## config.mk

```make
export PLATFORM = sky130hd
export DESIGN_NAME = nbx_exec
export DESIGN_NICKNAME = d
export VERILOG_FILES = /design/src/hw/nbx_pkg.sv /design/src/hw/nbx_exec.sv
export SDC_FILE = /design/constraint.sdc
export NUM_CORES = 2
export LEC_CHECK = 0
export ABC_AREA = 1
export BUFFER_PORTS_ARGS = -buffer_cell sky130_fd_sc_hd__buf_2
export CELL_PAD_IN_SITES_DETAIL_PLACEMENT = 1
export CELL_PAD_IN_SITES_GLOBAL_PLACEMENT = 2
export CORE_UTILIZATION = 37
export DETAILED_ROUTE_END_ITERATION = 10
export PLACE_DENSITY = 0.9
export SYNTH_ARGS = -nofsm -noshare
export SYNTH_HDL_FRONTEND = slang
export SYNTH_SLANG_ARGS = --single-unit
```

## constraint.sdc

```tcl
create_clock -name i_mclk -period 69.4 [get_ports i_mclk]
set_input_delay 6.94 -clock i_mclk [delete_from_list [all_inputs] [get_ports i_mclk]]
set_output_delay 6.94 -clock i_mclk [all_outputs]
set_load 0.01 [all_outputs]
```

## src/hw/nbx_pkg.sv

```systemverilog
// ****************************************************************
// Shared constants of the nibble execute unit
// ****************************************************************
`default_nettype none
package nbx_pkg;

  // ****************************************************************
  // Register word addresses (haddr[7:2])
  // ****************************************************************
  localparam logic [5:0] IDX_INSTR = 6'h00;
  localparam logic [5:0] IDX_CORE = 6'h01;
  localparam logic [5:0] IDX_CTRL = 6'h02;
  localparam logic [5:0] IDX_TIMING = 6'h03;
  localparam logic [5:0] IDX_MEM_ADDR = 6'h04;
  localparam logic [5:0] IDX_MEM_DATA = 6'h05;

  // ****************************************************************
  // Instruction fields
  // ****************************************************************
  localparam int OP_HI = 15;
  localparam int OP_LO = 8;
  localparam int IMM_HI = 7;
  localparam int IMM_LO = 4;
  localparam int WR_HI = 3;
  localparam int WR_LO = 0;
  localparam int MA_HI = 6;
  localparam int MA_LO = 0;
  localparam int CALL_HI = 15;
  localparam int CALL_LO = 11;
  localparam logic [4:0] CALL_CODE = 5'h1c;

  // ****************************************************************
  // Opcode byte values
  // ****************************************************************
  localparam logic [7:0] OP_ADC_M = 8'h10;
  localparam logic [7:0] OP_ADC_I = 8'h0c;
  localparam logic [7:0] OP_ADC_STORE = 8'h12;
  localparam logic [7:0] OP_CY_TO_M = 8'h40;
  localparam logic [7:0] OP_M_TO_CY = 8'h41;
  localparam logic [7:0] OP_PARAM_CLR = 8'h42;
  localparam logic [7:0] OP_PARAM_SET = 8'h43;
  localparam logic [7:0] OP_EVENT_CLR = 8'h44;
  localparam logic [7:0] OP_PORT_EN_LD = 8'h45;
  localparam logic [7:0] OP_IRQ_EN_LD = 8'h46;
  localparam logic [7:0] OP_HOLD_EN_LD = 8'h47;
  localparam logic [7:0] OP_WAKE_EN_LD = 8'h48;
  localparam logic [7:0] OP_CLK_CTRL_LD = 8'h49;
  localparam logic [7:0] OP_PSR_RD = 8'h4a;
  localparam logic [7:0] OP_PSR_CLR = 8'h4b;
  localparam logic [7:0] OP_CY_SET = 8'h4c;
  localparam logic [7:0] OP_CY_CLR = 8'h4d;
  localparam logic [7:0] OP_DIV_CLR = 8'h4e;
  localparam logic [7:0] OP_WDT_CLR = 8'h4f;
  localparam logic [7:0] OP_SHR = 8'h50;
  localparam logic [7:0] OP_RRC = 8'h51;
  localparam logic [7:0] OP_SHL = 8'h52;
  localparam logic [7:0] OP_RLC = 8'h53;
  localparam logic [7:0] OP_LAT_I = 8'h54;
  localparam logic [7:0] OP_LAT_RD = 8'h55;
  localparam logic [7:0] OP_LAT_WR = 8'h56;
  localparam logic [7:0] OP_LAT_ACC = 8'h57;
  localparam logic [7:0] OP_DRIVE_MODE_LD = 8'h58;
  localparam logic [7:0] OP_TMA_H = 8'h59;
  localparam logic [7:0] OP_TMA_L = 8'h5a;
  localparam logic [7:0] OP_TMB_H = 8'h5b;
  localparam logic [7:0] OP_TMB_L = 8'h5c;
  localparam logic [7:0] OP_RET = 8'h5d;
  localparam logic [7:0] OP_HOLD = 8'h5e;
  localparam logic [7:0] OP_STOP = 8'h5f;
  localparam logic [7:0] OP_NOP = 8'h60;
  localparam logic [7:0] OP_INT_EN = 8'h61;
  localparam logic [7:0] OP_INT_DIS = 8'h62;

  // ****************************************************************
  // Reset values and widths
  // ****************************************************************
  localparam logic [3:0] RST_NIB = 4'h0;
  localparam logic [10:0] RST_PC = 11'h000;
  localparam logic [2:0] RST_SP = 3'h0;
  localparam logic [7:0] RST_BYTE = 8'h00;
  localparam logic [13:0] RST_DIV = 14'h0000;
  localparam logic [3:0] DIV_LOW_MASK = 4'hf;
  localparam int DIV_W = 14;
  localparam logic [1:0] HTRANS_NONSEQ = 2'h2;
  localparam logic [1:0] HRESP_OKAY = 2'h0;

endpackage

`default_nettype wire

```

## src/hw/nbx_exec.sv

```systemverilog
`timescale 1ns/10ps
`default_nettype none

// What this block does
// RL1 - ADC memory: mem+acc+carry into acc only
// RL2 - ADC immediate: wr+imm+carry into acc only
// RL3 - Storing add with carry into acc and memory
// RL4 - Clear param flags where immediate bit set
// RL5 - Set param flags where immediate bit set
// RL6 - Clear event flags where immediate bit set
// RL7 - Load hold release enables from immediate
// RL8 - Load stop wake enables from immediate
// RL9 - Load system clock control from immediate
// RL10 - Port status to acc and memory, zero
// RL11 - Clear whole port status register
// RL12 - Clear divider low four bits only
// RL13 - Shift right, zero fill, bit0 to carry
// RL14 - Rotate right through carry
// RL15 - Shift left, zero fill, bit3 to carry
// RL16 - Rotate left through carry
// RL17 - Load display drive mode from immediate
// RL18 - Load timer A preset nibbles from memory
// RL19 - Load timer B preset nibbles from memory
// RL20 - Call pushes next address, loads 11 bits
// RL21 - Carry to bit0, bit0 to carry
// RL22 - Set/clear carry, enable/disable interrupts
// RL23 - Return pops stack; hold and stop entry
// RL24 - Watchdog restart; display latch moves
module nbx_exec #(
  parameter int WDT_W = 18,
  parameter int STACK_DEPTH = 8
) (
  input wire logic i_mclk,
  input wire logic i_rst,
  input wire logic i_hsel,
  input wire logic [31:0] i_haddr,
  input wire logic [1:0] i_htrans,
  input wire logic i_hwrite,
  input wire logic [2:0] i_hsize,
  input wire logic [31:0] i_hwdata,
  input wire logic i_hready,
  output logic o_hreadyout,
  output logic [1:0] o_hresp,
  output logic [31:0] o_hrdata,
  input wire logic [3:0] i_event_set,
  input wire logic [3:0] i_port_status_set,
  input wire logic [3:0] i_hold_release_src,
  input wire logic [3:0] i_wake_pins,
  output logic o_hold,
  output logic o_stop,
  output logic o_int_en,
  output logic [3:0] o_param_flags,
  output logic [3:0] o_event_flags,
  output logic [3:0] o_port_enables,
  output logic [3:0] o_irq_enables,
  output logic [3:0] o_sys_clock_ctrl,
  output logic [3:0] o_display_mode,
  output logic [3:0] o_display_latch,
  output logic [7:0] o_timer_a_preset,
  output logic [7:0] o_timer_b_preset,
  output logic [10:0] o_pc
);

  // ****************************************************************
  // State
  // ****************************************************************
  typedef struct packed {
    logic [127:0][3:0] mem;
    logic [STACK_DEPTH-1:0][10:0] stack;
    logic [2:0] sp;
    logic [10:0] pc;
    logic [3:0] acc;
    logic cy;
    logic zf;
    logic ie;
    logic hold;
    logic stop;
    logic [3:0] param_flags;
    logic [3:0] event_flags;
    logic [3:0] port_enable_flags;
    logic [3:0] irq_enable_flags;
    logic [3:0] hold_release_enables;
    logic [3:0] stop_wake_enables;
    logic [3:0] sys_clock_ctrl;
    logic [3:0] psr;
    logic [3:0] display_drive_mode;
    logic [3:0] lat;
    logic [7:0] tma;
    logic [7:0] tmb;
    logic [13:0] div;
    logic [WDT_W-1:0] wdt;
    logic [15:0] last_ins;
    logic [6:0] mem_addr;
    logic ph_wr;
    logic ph_rd;
    logic [5:0] ph_idx;
    logic rd_ready;
    logic [31:0] hrdata;
  } nbx_state_t;

  nbx_state_t state_q;
  nbx_state_t state_d;

  // ****************************************************************
  // Next state
  // ****************************************************************
  // Reads take one wait state so the data word is built from settled state
  always_comb begin
    logic [15:0] ins;
    logic [7:0] op;
    logic [6:0] ra;
    logic [3:0] imm;
    logic [3:0] m;
    logic [3:0] w;
    logic [3:0] res;
    logic [4:0] sum;
    logic [31:0] rd;
    logic exec;
    ins = i_hwdata[15:0];
    op = ins[nbx_pkg::OP_HI:nbx_pkg::OP_LO];
    ra = ins[nbx_pkg::MA_HI:nbx_pkg::MA_LO];
    imm = ins[nbx_pkg::IMM_HI:nbx_pkg::IMM_LO];
    m = state_q.mem[ra];
    w = state_q.mem[{3'h0, ins[nbx_pkg::WR_HI:nbx_pkg::WR_LO]}];
    res = 4'h0;
    sum = 5'h00;
    rd = 32'h0000_0000;
    exec = state_q.ph_wr && (state_q.ph_idx == nbx_pkg::IDX_INSTR) && !state_q.hold && !state_q.stop;
    state_d = state_q;

    // Free-running chains
    state_d.div = state_q.div + 14'h0001;
    state_d.wdt = state_q.wdt + {{(WDT_W-1){1'b0}}, 1'b1};

    // Bus address phase
    if (i_hsel && i_hready && i_htrans == nbx_pkg::HTRANS_NONSEQ) begin
      state_d.ph_wr = i_hwrite;
      state_d.ph_rd = !i_hwrite;
      state_d.ph_idx = i_haddr[7:2];
    end else if (o_hreadyout) begin
      state_d.ph_wr = 1'b0;
      state_d.ph_rd = 1'b0;
    end

    // Read data phase: first cycle stalls and loads the word
    unique case (state_q.ph_idx)
      nbx_pkg::IDX_INSTR: rd = {16'h0000, state_q.last_ins};
      // Watchdog low bits fill the spare field so a restart can be seen
      nbx_pkg::IDX_CORE: rd = {state_q.pc, 2'h0, state_q.sp, state_q.wdt[6:0], state_q.stop, state_q.hold,
                               state_q.ie, state_q.zf, state_q.cy, state_q.acc};
      nbx_pkg::IDX_CTRL: rd = {state_q.psr, state_q.lat, state_q.display_drive_mode, state_q.sys_clock_ctrl,
                               state_q.stop_wake_enables, state_q.hold_release_enables, state_q.event_flags,
                               state_q.param_flags};
      nbx_pkg::IDX_TIMING: rd = {2'h0, state_q.div, state_q.tmb, state_q.tma};
      nbx_pkg::IDX_MEM_ADDR: rd = {25'h0000000, state_q.mem_addr};
      nbx_pkg::IDX_MEM_DATA: rd = {28'h0000000, state_q.mem[state_q.mem_addr]};
      default: rd = 32'h0000_0000;
    endcase
    if (state_q.ph_rd && !state_q.rd_ready) begin
      state_d.hrdata = rd;
      state_d.rd_ready = 1'b1;
    end else begin
      state_d.rd_ready = 1'b0;
    end

    // Plain register writes
    if (state_q.ph_wr && state_q.ph_idx == nbx_pkg::IDX_MEM_ADDR) begin
      state_d.mem_addr = i_hwdata[6:0];
    end
    if (state_q.ph_wr && state_q.ph_idx == nbx_pkg::IDX_MEM_DATA) begin
      state_d.mem[state_q.mem_addr] = i_hwdata[3:0];
    end

    // Instruction execution; unknown codes act as no operation
    if (exec) begin
      state_d.last_ins = ins;
      state_d.pc = state_q.pc + 11'h001;
      if (ins[nbx_pkg::CALL_HI:nbx_pkg::CALL_LO] == nbx_pkg::CALL_CODE) begin
        state_d.stack[state_q.sp] = state_q.pc + 11'h001; // RL20
        state_d.sp = state_q.sp + 3'h1;
        state_d.pc = ins[10:0]; // RL20
      end else begin
        unique case (op)
          nbx_pkg::OP_ADC_M, nbx_pkg::OP_ADC_STORE: begin
            sum = {1'b0, m} + {1'b0, state_q.acc} + {4'h0, state_q.cy}; // RL1
            state_d.acc = sum[3:0];
            state_d.cy = sum[4];
            state_d.zf = (sum[3:0] == 4'h0);
            if (op == nbx_pkg::OP_ADC_STORE) begin
              state_d.mem[ra] = sum[3:0]; // RL3
            end
          end
          nbx_pkg::OP_ADC_I: begin
            sum = {1'b0, w} + {1'b0, imm} + {4'h0, state_q.cy}; // RL2
            state_d.acc = sum[3:0];
            state_d.cy = sum[4];
            state_d.zf = (sum[3:0] == 4'h0);
          end
          nbx_pkg::OP_CY_TO_M: begin
            res = {m[3:1], state_q.cy}; // RL21
            state_d.acc = {state_q.acc[3:1], state_q.cy};
            state_d.mem[ra] = res;
            state_d.zf = ({state_q.acc[3:1], state_q.cy} == 4'h0);
          end
          nbx_pkg::OP_M_TO_CY: state_d.cy = m[0]; // RL21
          nbx_pkg::OP_PARAM_CLR: state_d.param_flags = state_q.param_flags & ~imm; // RL4
          nbx_pkg::OP_PARAM_SET: state_d.param_flags = state_q.param_flags | imm; // RL5
          nbx_pkg::OP_EVENT_CLR: state_d.event_flags = state_q.event_flags & ~imm; // RL6
          nbx_pkg::OP_PORT_EN_LD: state_d.port_enable_flags = imm;
          nbx_pkg::OP_IRQ_EN_LD: state_d.irq_enable_flags = imm;
          nbx_pkg::OP_HOLD_EN_LD: state_d.hold_release_enables = imm; // RL7
          nbx_pkg::OP_WAKE_EN_LD: state_d.stop_wake_enables = imm; // RL8
          nbx_pkg::OP_CLK_CTRL_LD: state_d.sys_clock_ctrl = imm; // RL9
          nbx_pkg::OP_PSR_RD: begin
            state_d.acc = state_q.psr; // RL10
            state_d.mem[ra] = state_q.psr;
            state_d.zf = (state_q.psr == 4'h0);
          end
          nbx_pkg::OP_PSR_CLR: state_d.psr = nbx_pkg::RST_NIB; // RL11
          nbx_pkg::OP_CY_SET: state_d.cy = 1'b1; // RL22
          nbx_pkg::OP_CY_CLR: state_d.cy = 1'b0; // RL22
          nbx_pkg::OP_DIV_CLR: state_d.div = state_q.div & ~{10'h000, nbx_pkg::DIV_LOW_MASK}; // RL12
          nbx_pkg::OP_WDT_CLR: state_d.wdt = '0; // RL24
          nbx_pkg::OP_SHR, nbx_pkg::OP_RRC, nbx_pkg::OP_SHL, nbx_pkg::OP_RLC: begin
            unique case (op)
              nbx_pkg::OP_SHR: begin
                res = {1'b0, m[3:1]}; // RL13
                state_d.cy = m[0];
              end
              nbx_pkg::OP_RRC: begin
                res = {state_q.cy, m[3:1]}; // RL14
                state_d.cy = m[0];
              end
              nbx_pkg::OP_SHL: begin
                res = {m[2:0], 1'b0}; // RL15
                state_d.cy = m[3];
              end
              default: begin
                res = {m[2:0], state_q.cy}; // RL16
                state_d.cy = m[3];
              end
            endcase
            state_d.acc = res;
            state_d.mem[ra] = res;
            state_d.zf = (res == 4'h0);
          end
          nbx_pkg::OP_LAT_I: state_d.lat = imm; // RL24
          nbx_pkg::OP_LAT_RD: state_d.mem[{3'h0, ins[nbx_pkg::WR_HI:nbx_pkg::WR_LO]}] = state_q.lat; // RL24
          nbx_pkg::OP_LAT_WR: state_d.lat = w; // RL24
          nbx_pkg::OP_LAT_ACC: state_d.lat = state_q.acc; // RL24
          nbx_pkg::OP_DRIVE_MODE_LD: state_d.display_drive_mode = imm; // RL17
          nbx_pkg::OP_TMA_H: state_d.tma[7:4] = m; // RL18
          nbx_pkg::OP_TMA_L: state_d.tma[3:0] = m; // RL18
          nbx_pkg::OP_TMB_H: state_d.tmb[7:4] = m; // RL19
          nbx_pkg::OP_TMB_L: state_d.tmb[3:0] = m; // RL19
          nbx_pkg::OP_RET: begin
            state_d.sp = state_q.sp - 3'h1; // RL23
            state_d.pc = state_q.stack[state_q.sp - 3'h1];
          end
          nbx_pkg::OP_HOLD: state_d.hold = 1'b1; // RL23
          nbx_pkg::OP_STOP: state_d.stop = 1'b1; // RL23
          nbx_pkg::OP_INT_EN: state_d.ie = 1'b1; // RL22
          nbx_pkg::OP_INT_DIS: state_d.ie = 1'b0; // RL22
          default: state_d.pc = state_q.pc + 11'h001;
        endcase
      end
    end

    // Hardware sets win over a same-cycle clear
    state_d.event_flags = state_d.event_flags | i_event_set;
    state_d.psr = state_d.psr | i_port_status_set;

    // Leave power-down only through an enabled source
    if (state_q.hold && |(i_hold_release_src & state_q.hold_release_enables)) begin
      state_d.hold = 1'b0;
    end
    if (state_q.stop && |(i_wake_pins & state_q.stop_wake_enables)) begin
      state_d.stop = 1'b0;
    end
  end

  // ****************************************************************
  // State register
  // ****************************************************************
  // Whole state resets to constants; memory clears too, costing reset area
  always_ff @(posedge i_mclk or posedge i_rst) begin
    if (i_rst) begin
      state_q <= '0;
    end else begin
      state_q <= state_d;
    end
  end

  // ****************************************************************
  // Outputs
  // ****************************************************************
  // Ready drops only in the first cycle of a read data phase
  assign o_hreadyout = !(state_q.ph_rd && !state_q.rd_ready);
  assign o_hresp = nbx_pkg::HRESP_OKAY;
  assign o_hrdata = state_q.hrdata;
  assign o_hold = state_q.hold;
  assign o_stop = state_q.stop;
  assign o_int_en = state_q.ie;
  assign o_param_flags = state_q.param_flags;
  assign o_event_flags = state_q.event_flags;
  assign o_port_enables = state_q.port_enable_flags;
  assign o_irq_enables = state_q.irq_enable_flags;
  assign o_sys_clock_ctrl = state_q.sys_clock_ctrl;
  assign o_display_mode = state_q.display_drive_mode;
  assign o_display_latch = state_q.lat;
  assign o_timer_a_preset = state_q.tma;
  assign o_timer_b_preset = state_q.tmb;
  assign o_pc = state_q.pc;

endmodule

`default_nettype wire

```

# Word-level counts from Yosys, hierarchy flattened
# Cells that the tools add are included.
[word_totals]
register_bits = 775
input_bits = 90
[classes]
n_mux = 66
reduce_logical = 61
n_eq_ne = 48
bitwise = 10
n_addsub = 9
order_cmp = 9
[ops]
columns = ["op", "count"]
rows = [
  ["$bwmux W512", 6],
  ["$pmux W512 S5", 1],
  ["$mux W512", 3],
  ["$mux W727", 1],
  ["$eq A8 B7 Y1 const B", 34],
  ["$pmux W32 S6", 1],
  ["$mux W97", 1],
  ["$bwmux W88", 1],
  ["$mux W88", 1],
  ["$mux W4", 21],
  ["$bmux W4 S7", 2],
  ["$demux W4 S7", 2],
  ["$reduce_and A3 Y1", 17],
  ["$bmux W11 S3", 1],
  ["$demux W11 S3", 1],
  ["$mux W11", 3],
  ["$mux W14", 2],
  ["$pmux W4 S3", 2],
  ["$logic_not A4 Y1", 5],
  ["$pmux W4 S5", 1],
  ["$add A18 B1 Y18 const B", 1],
  ["$mux W18", 1],
  ["$and A4 B4 Y4", 4],
  ["$bmux W4 S4", 1],
  ["45 further kinds", 90],
]

# Longest topological paths before layout
[depth]
word_depth = 12
mapped_depth = 29
ltp_nobuf = 25

# Worst setup path before layout
# Ideal clock, no wire load.
[synth_path]
kind = "input to register"
start = "input port i_hwdata[1]"
end = "register state_q[616] (netlist bit)"
setup_ps = 87
path_slack_ps = 58851
arrival_ps = 10462
path_buffers = 7
stages = 27
cell_sequence = "buf_4 -> nand2_2 -> buf_4 -> buf_6 -> buf_4 -> nor2_1 -> a21oi_1 -> nand2_1 -> nand2_1 -> nand2_1 -> nor2_1 -> nand2_1 -> nand3_1 -> nand2_1 -> nor2_1 -> inv_1 -> fa_1 -> inv_1 -> fa_1 -> clkbuf_1 -> inv_1 -> clkbuf_1 -> clkbuf_1 -> o21ai_0 -> a21oi_1 -> nor3_1 -> a22oi_1"
[synth_rtl]
columns = ["element", "line_no", "source"]
rows = [
  ["from (decl)", "nbx_exec.sv:40", "input wire logic [31:0] i_hwdata,"],
  ["to (signal assigned)", "nbx_exec.sv:290", "state_q <= state_d;"],
  ["to (decl)", "nbx_exec.sv:101", "nbx_state_t state_q;"],
]

==> results.toml <==
[critical_path]
cp_slowest_stage_delay_ns = 0.93
crit_buf_inv = 9
cp.required_ns = 70.10
crit_path_end_kind = "flip-flop"
arrival_ns = 15.41
startpoint = "i_hwdata[2]"
worstPathCellList = "buf_2 > buf_4 > buf_4 > nand2_2 > clkinv_1 > buf_4 > nand2_1 > nand2_1 > nor2_1 > nand2_1 > nand3_1 > nand2_1 > nor2_1 > inv_1 > fa_4 > inv_1 > fa_1 > inv_6 > buf_4 > o21ai_0 > a21oi_1 > a211oi_1 > a21oi_1"
critPathSlowestCell = "clkinv_1"
cp-endpoint = "state_q[592]"
r2r_end = "state_q[592]"
r2r_cells = 21
rrSetupSlack_ns = 62.68
cp_max_fo = 44
worstSetupStartpointType = "input port"
timing.rr.start = "state_q[483]"
crit_family = "buffers and inverters"
cp.depth = 23
critPathKind = "in2reg"

[clocking]
cts_tree = "done"
cts-root-buf = "clkbuf_16"
clock_latency_ns = 0.85
numCtsBuffers = 101
cts-resized-gates = 0
postCtsHoldBufs = 0
clk_pin_slew_ns = 0.06
cts_sinks = 764
post_cts.repair.setup_buffers = 0
clock_path_buffers = 3
htree_num_levels = 3

[global_route]
grt_usage = 0.419
overflow = 0
grt_pass1_vias = 88000
grt_max_degree = 206
antenna_found_initial = 35
grt_pass1_wl_um = 588000

[drt]
first_pass_iters = 10
drc = 3
wl_per_cell_um = 29.4
ant_nets = 0
wirelength_um = 408000
drt_iter0_drc = 11600
vias_per_cell = 6.46
dr_total_vias = 89800

[layout]
final_area_um2 = 73900
postLayoutCoreUtil = 0.399
fill_cells = 25000
syn2layout_area_growth_pct = 7.25
drive_above_1_share = 0.0566
fin_nets = 11400
multiInputGateArea_um2 = 42000
regArea_um2 = 19100

[floorplan]
die_h_um = 434
start_util = 0.372
die_w_um = 434
ios = 183
core_um2 = 185000
num_rows = 158
dieArea_um2 = 188000

[synth]
synth_cell_types = 62
synth-edff-count = 0
syn_inst = 11700
ys.flop_type = "dfrtp_1"
synth-async-reset-ratio = 1.00
synth_area_um2 = 68900
ys.warnings.count = 0
yosys.area.top_type = "dfrtp_1"
synth.area.top_cells = "dfrtp_1 (28%), nand2_1 (19%), o21ai_0 (11%)"
syn_avg_cell_area_um2 = 5.89
synth_seq_cells = 764
synth_top_area_frac = 0.277
seq_area_frac_synth = 0.277

[pwr]
powerDensity_nw_per_um2 = 16.0
peakVddDrop_uv = 20.8
p_leak_nw = 37.9

[sta]
drv_slew = 10
whs_ns = 0.478
fin_tns_setup_ns = 0
final.setup_skew_ns = 0.0820
min_period_ns = 14.71
rsz0062_at_grt = "false"
worst_slack_ns = 54.69
hold_violations = 0
fmaxAchievable_mhz = 68.0
worst_pin_slew_ns = 1.51
period_share = 0.212
setup_violations = 0
slew_headroom = -0.00479

[worst_hold_path]
hp-class = "reg2reg"

[flow_run]
cap_violations = 1

[status]
outcome = "finished, violations left"
violations = "design-rule violations, max-capacitance violations, max-slew violations"

[placed_design]
io_buffer_count = 135
gp_congestion = 0.996
hpwl_um = 247000
pre_cts_ws_ns = 54.60
placed_cell_area_um2 = 70400
[per-layer routing]
| metal | vias up | track usage | wire length, um | part of all wire |
|---|---|---|---|---|
| li1 | 37600 | - | - | - |
| met1 | 44000 | 0.527 | 154000 | 0.38 |
| met2 | 6301 | 0.615 | 168000 | 0.41 |
| met3 | 1845 | 0.126 | 53700 | 0.13 |
| met4 | 30 | 0.286 | 32300 | 0.079 |
| met5 | - | 0 | 179 | 0.00044 |
[stage by stage]
stage          std cells  power, mW
6_report           13900       1.18
5_1_grt            13900       1.20
4_1_cts            13900       1.17
3_5_place_dp       13700      0.606
3_3_place_gp       13700      0.604
2_1_floorplan      11700      0.531
[cells in the final DEF, fill, tap and decap left out, types with 13 or more instances in the layout]
| master | count |
|---|---|
| a211oi_1 | 233 |
| a21boi_0 | 17 |
| a21boi_1 | 35 |
| a21oi_1 | 921 |
| a221oi_1 | 38 |
| a22oi_1 | 156 |
| a31oi_1 | 13 |
| buf_2 | 133 |
| buf_4 | 152 |
| clkbuf_1 | 24 |
| clkbuf_16 | 101 |
| clkbuf_8 | 29 |
| clkinv_2 | 17 |
| dfrtp_1 | 764 |
| diode_2 | 21 |
| inv_1 | 1041 |
| inv_2 | 25 |
| mux2i_1 | 23 |
| nand2_1 | 3521 |
| nand2_2 | 15 |
| nand3_1 | 380 |
| nand4_1 | 57 |
| nor2_1 | 1404 |
| nor2_2 | 13 |
| nor2_4 | 13 |
| nor3_1 | 149 |
| o2111ai_1 | 28 |
| o211ai_1 | 109 |
| o21ai_0 | 1576 |
| o21ai_1 | 18 |
| o21bai_1 | 15 |
| o221ai_1 | 20 |
| o22ai_1 | 87 |
| o2bb2ai_1 | 13 |
| or2_2 | 76 |
| xor2_1 | 17 |
[cells in the mapped netlist, types with 38 or more instances]
master	count
nand2_1	3527
o21ai_0	1576
nor2_1	1412
inv_1	1051
a21oi_1	921
dfrtp_1	764
clkbuf_1	496
nand3_1	388
a211oi_1	233
a22oi_1	156
nor3_1	150
buf_4	125
buf_2	120
o211ai_1	109
o22ai_1	87
or2_2	76
nand4_1	57
a221oi_1	38
[power breakdown]
part           internal (mW)  switching [mW]
clock                  0.320           0.255
combinational         0.0221           0.133
sequential             0.450         0.00414
total                  0.792           0.392
[layout make-up]
type,count,share of cell area
Multi-Input combinational cell,9047,0.568
Sequential cell,764,0.259
Inverter,1092,0.0564
Tap cell,2480,0.0420
Clock buffer,154,0.0408
Timing Repair Buffer,296,0.0273
Clock inverter,29,0.00606
Antenna cell,21,0.000711
[how the worst min path moves through the flow]
stage	cells past startpoint	startpoint	to
finish	1	o_hrdata[14]	o_hrdata[14]
global route	1	o_hrdata[14]	o_hrdata[14]
CTS	1	o_hrdata[14]	o_hrdata[14]
detailed placement	1	o_hrdata[9]	o_hrdata[9]
global placement	1	o_hrdata[9]	o_hrdata[9]
floorplan	2	state_q[54]	state_q[54]
[cell families (layout without fill, tap and decap cells)]
| group | Yosys count | after routing | share of synthesized area |
|---|---|---|---|
| buffers and inverters | 1895 | 1571 | 0.116 |
| xor gates and xnor gates | 28 | 28 | 0.00356 |
| other | 1 | 23 | 0.0000544 |
| and+or+nand+nor | 5667 | 5667 | 0.326 |
| adders and majority gates | 15 | 15 | 0.00316 |
| DFF | 764 | 764 | 0.277 |
| AOI/OAI and AO/OA | 3309 | 3309 | 0.270 |
| muxes | 26 | 26 | 0.00383 |
(Power assumes the default switching activity.)
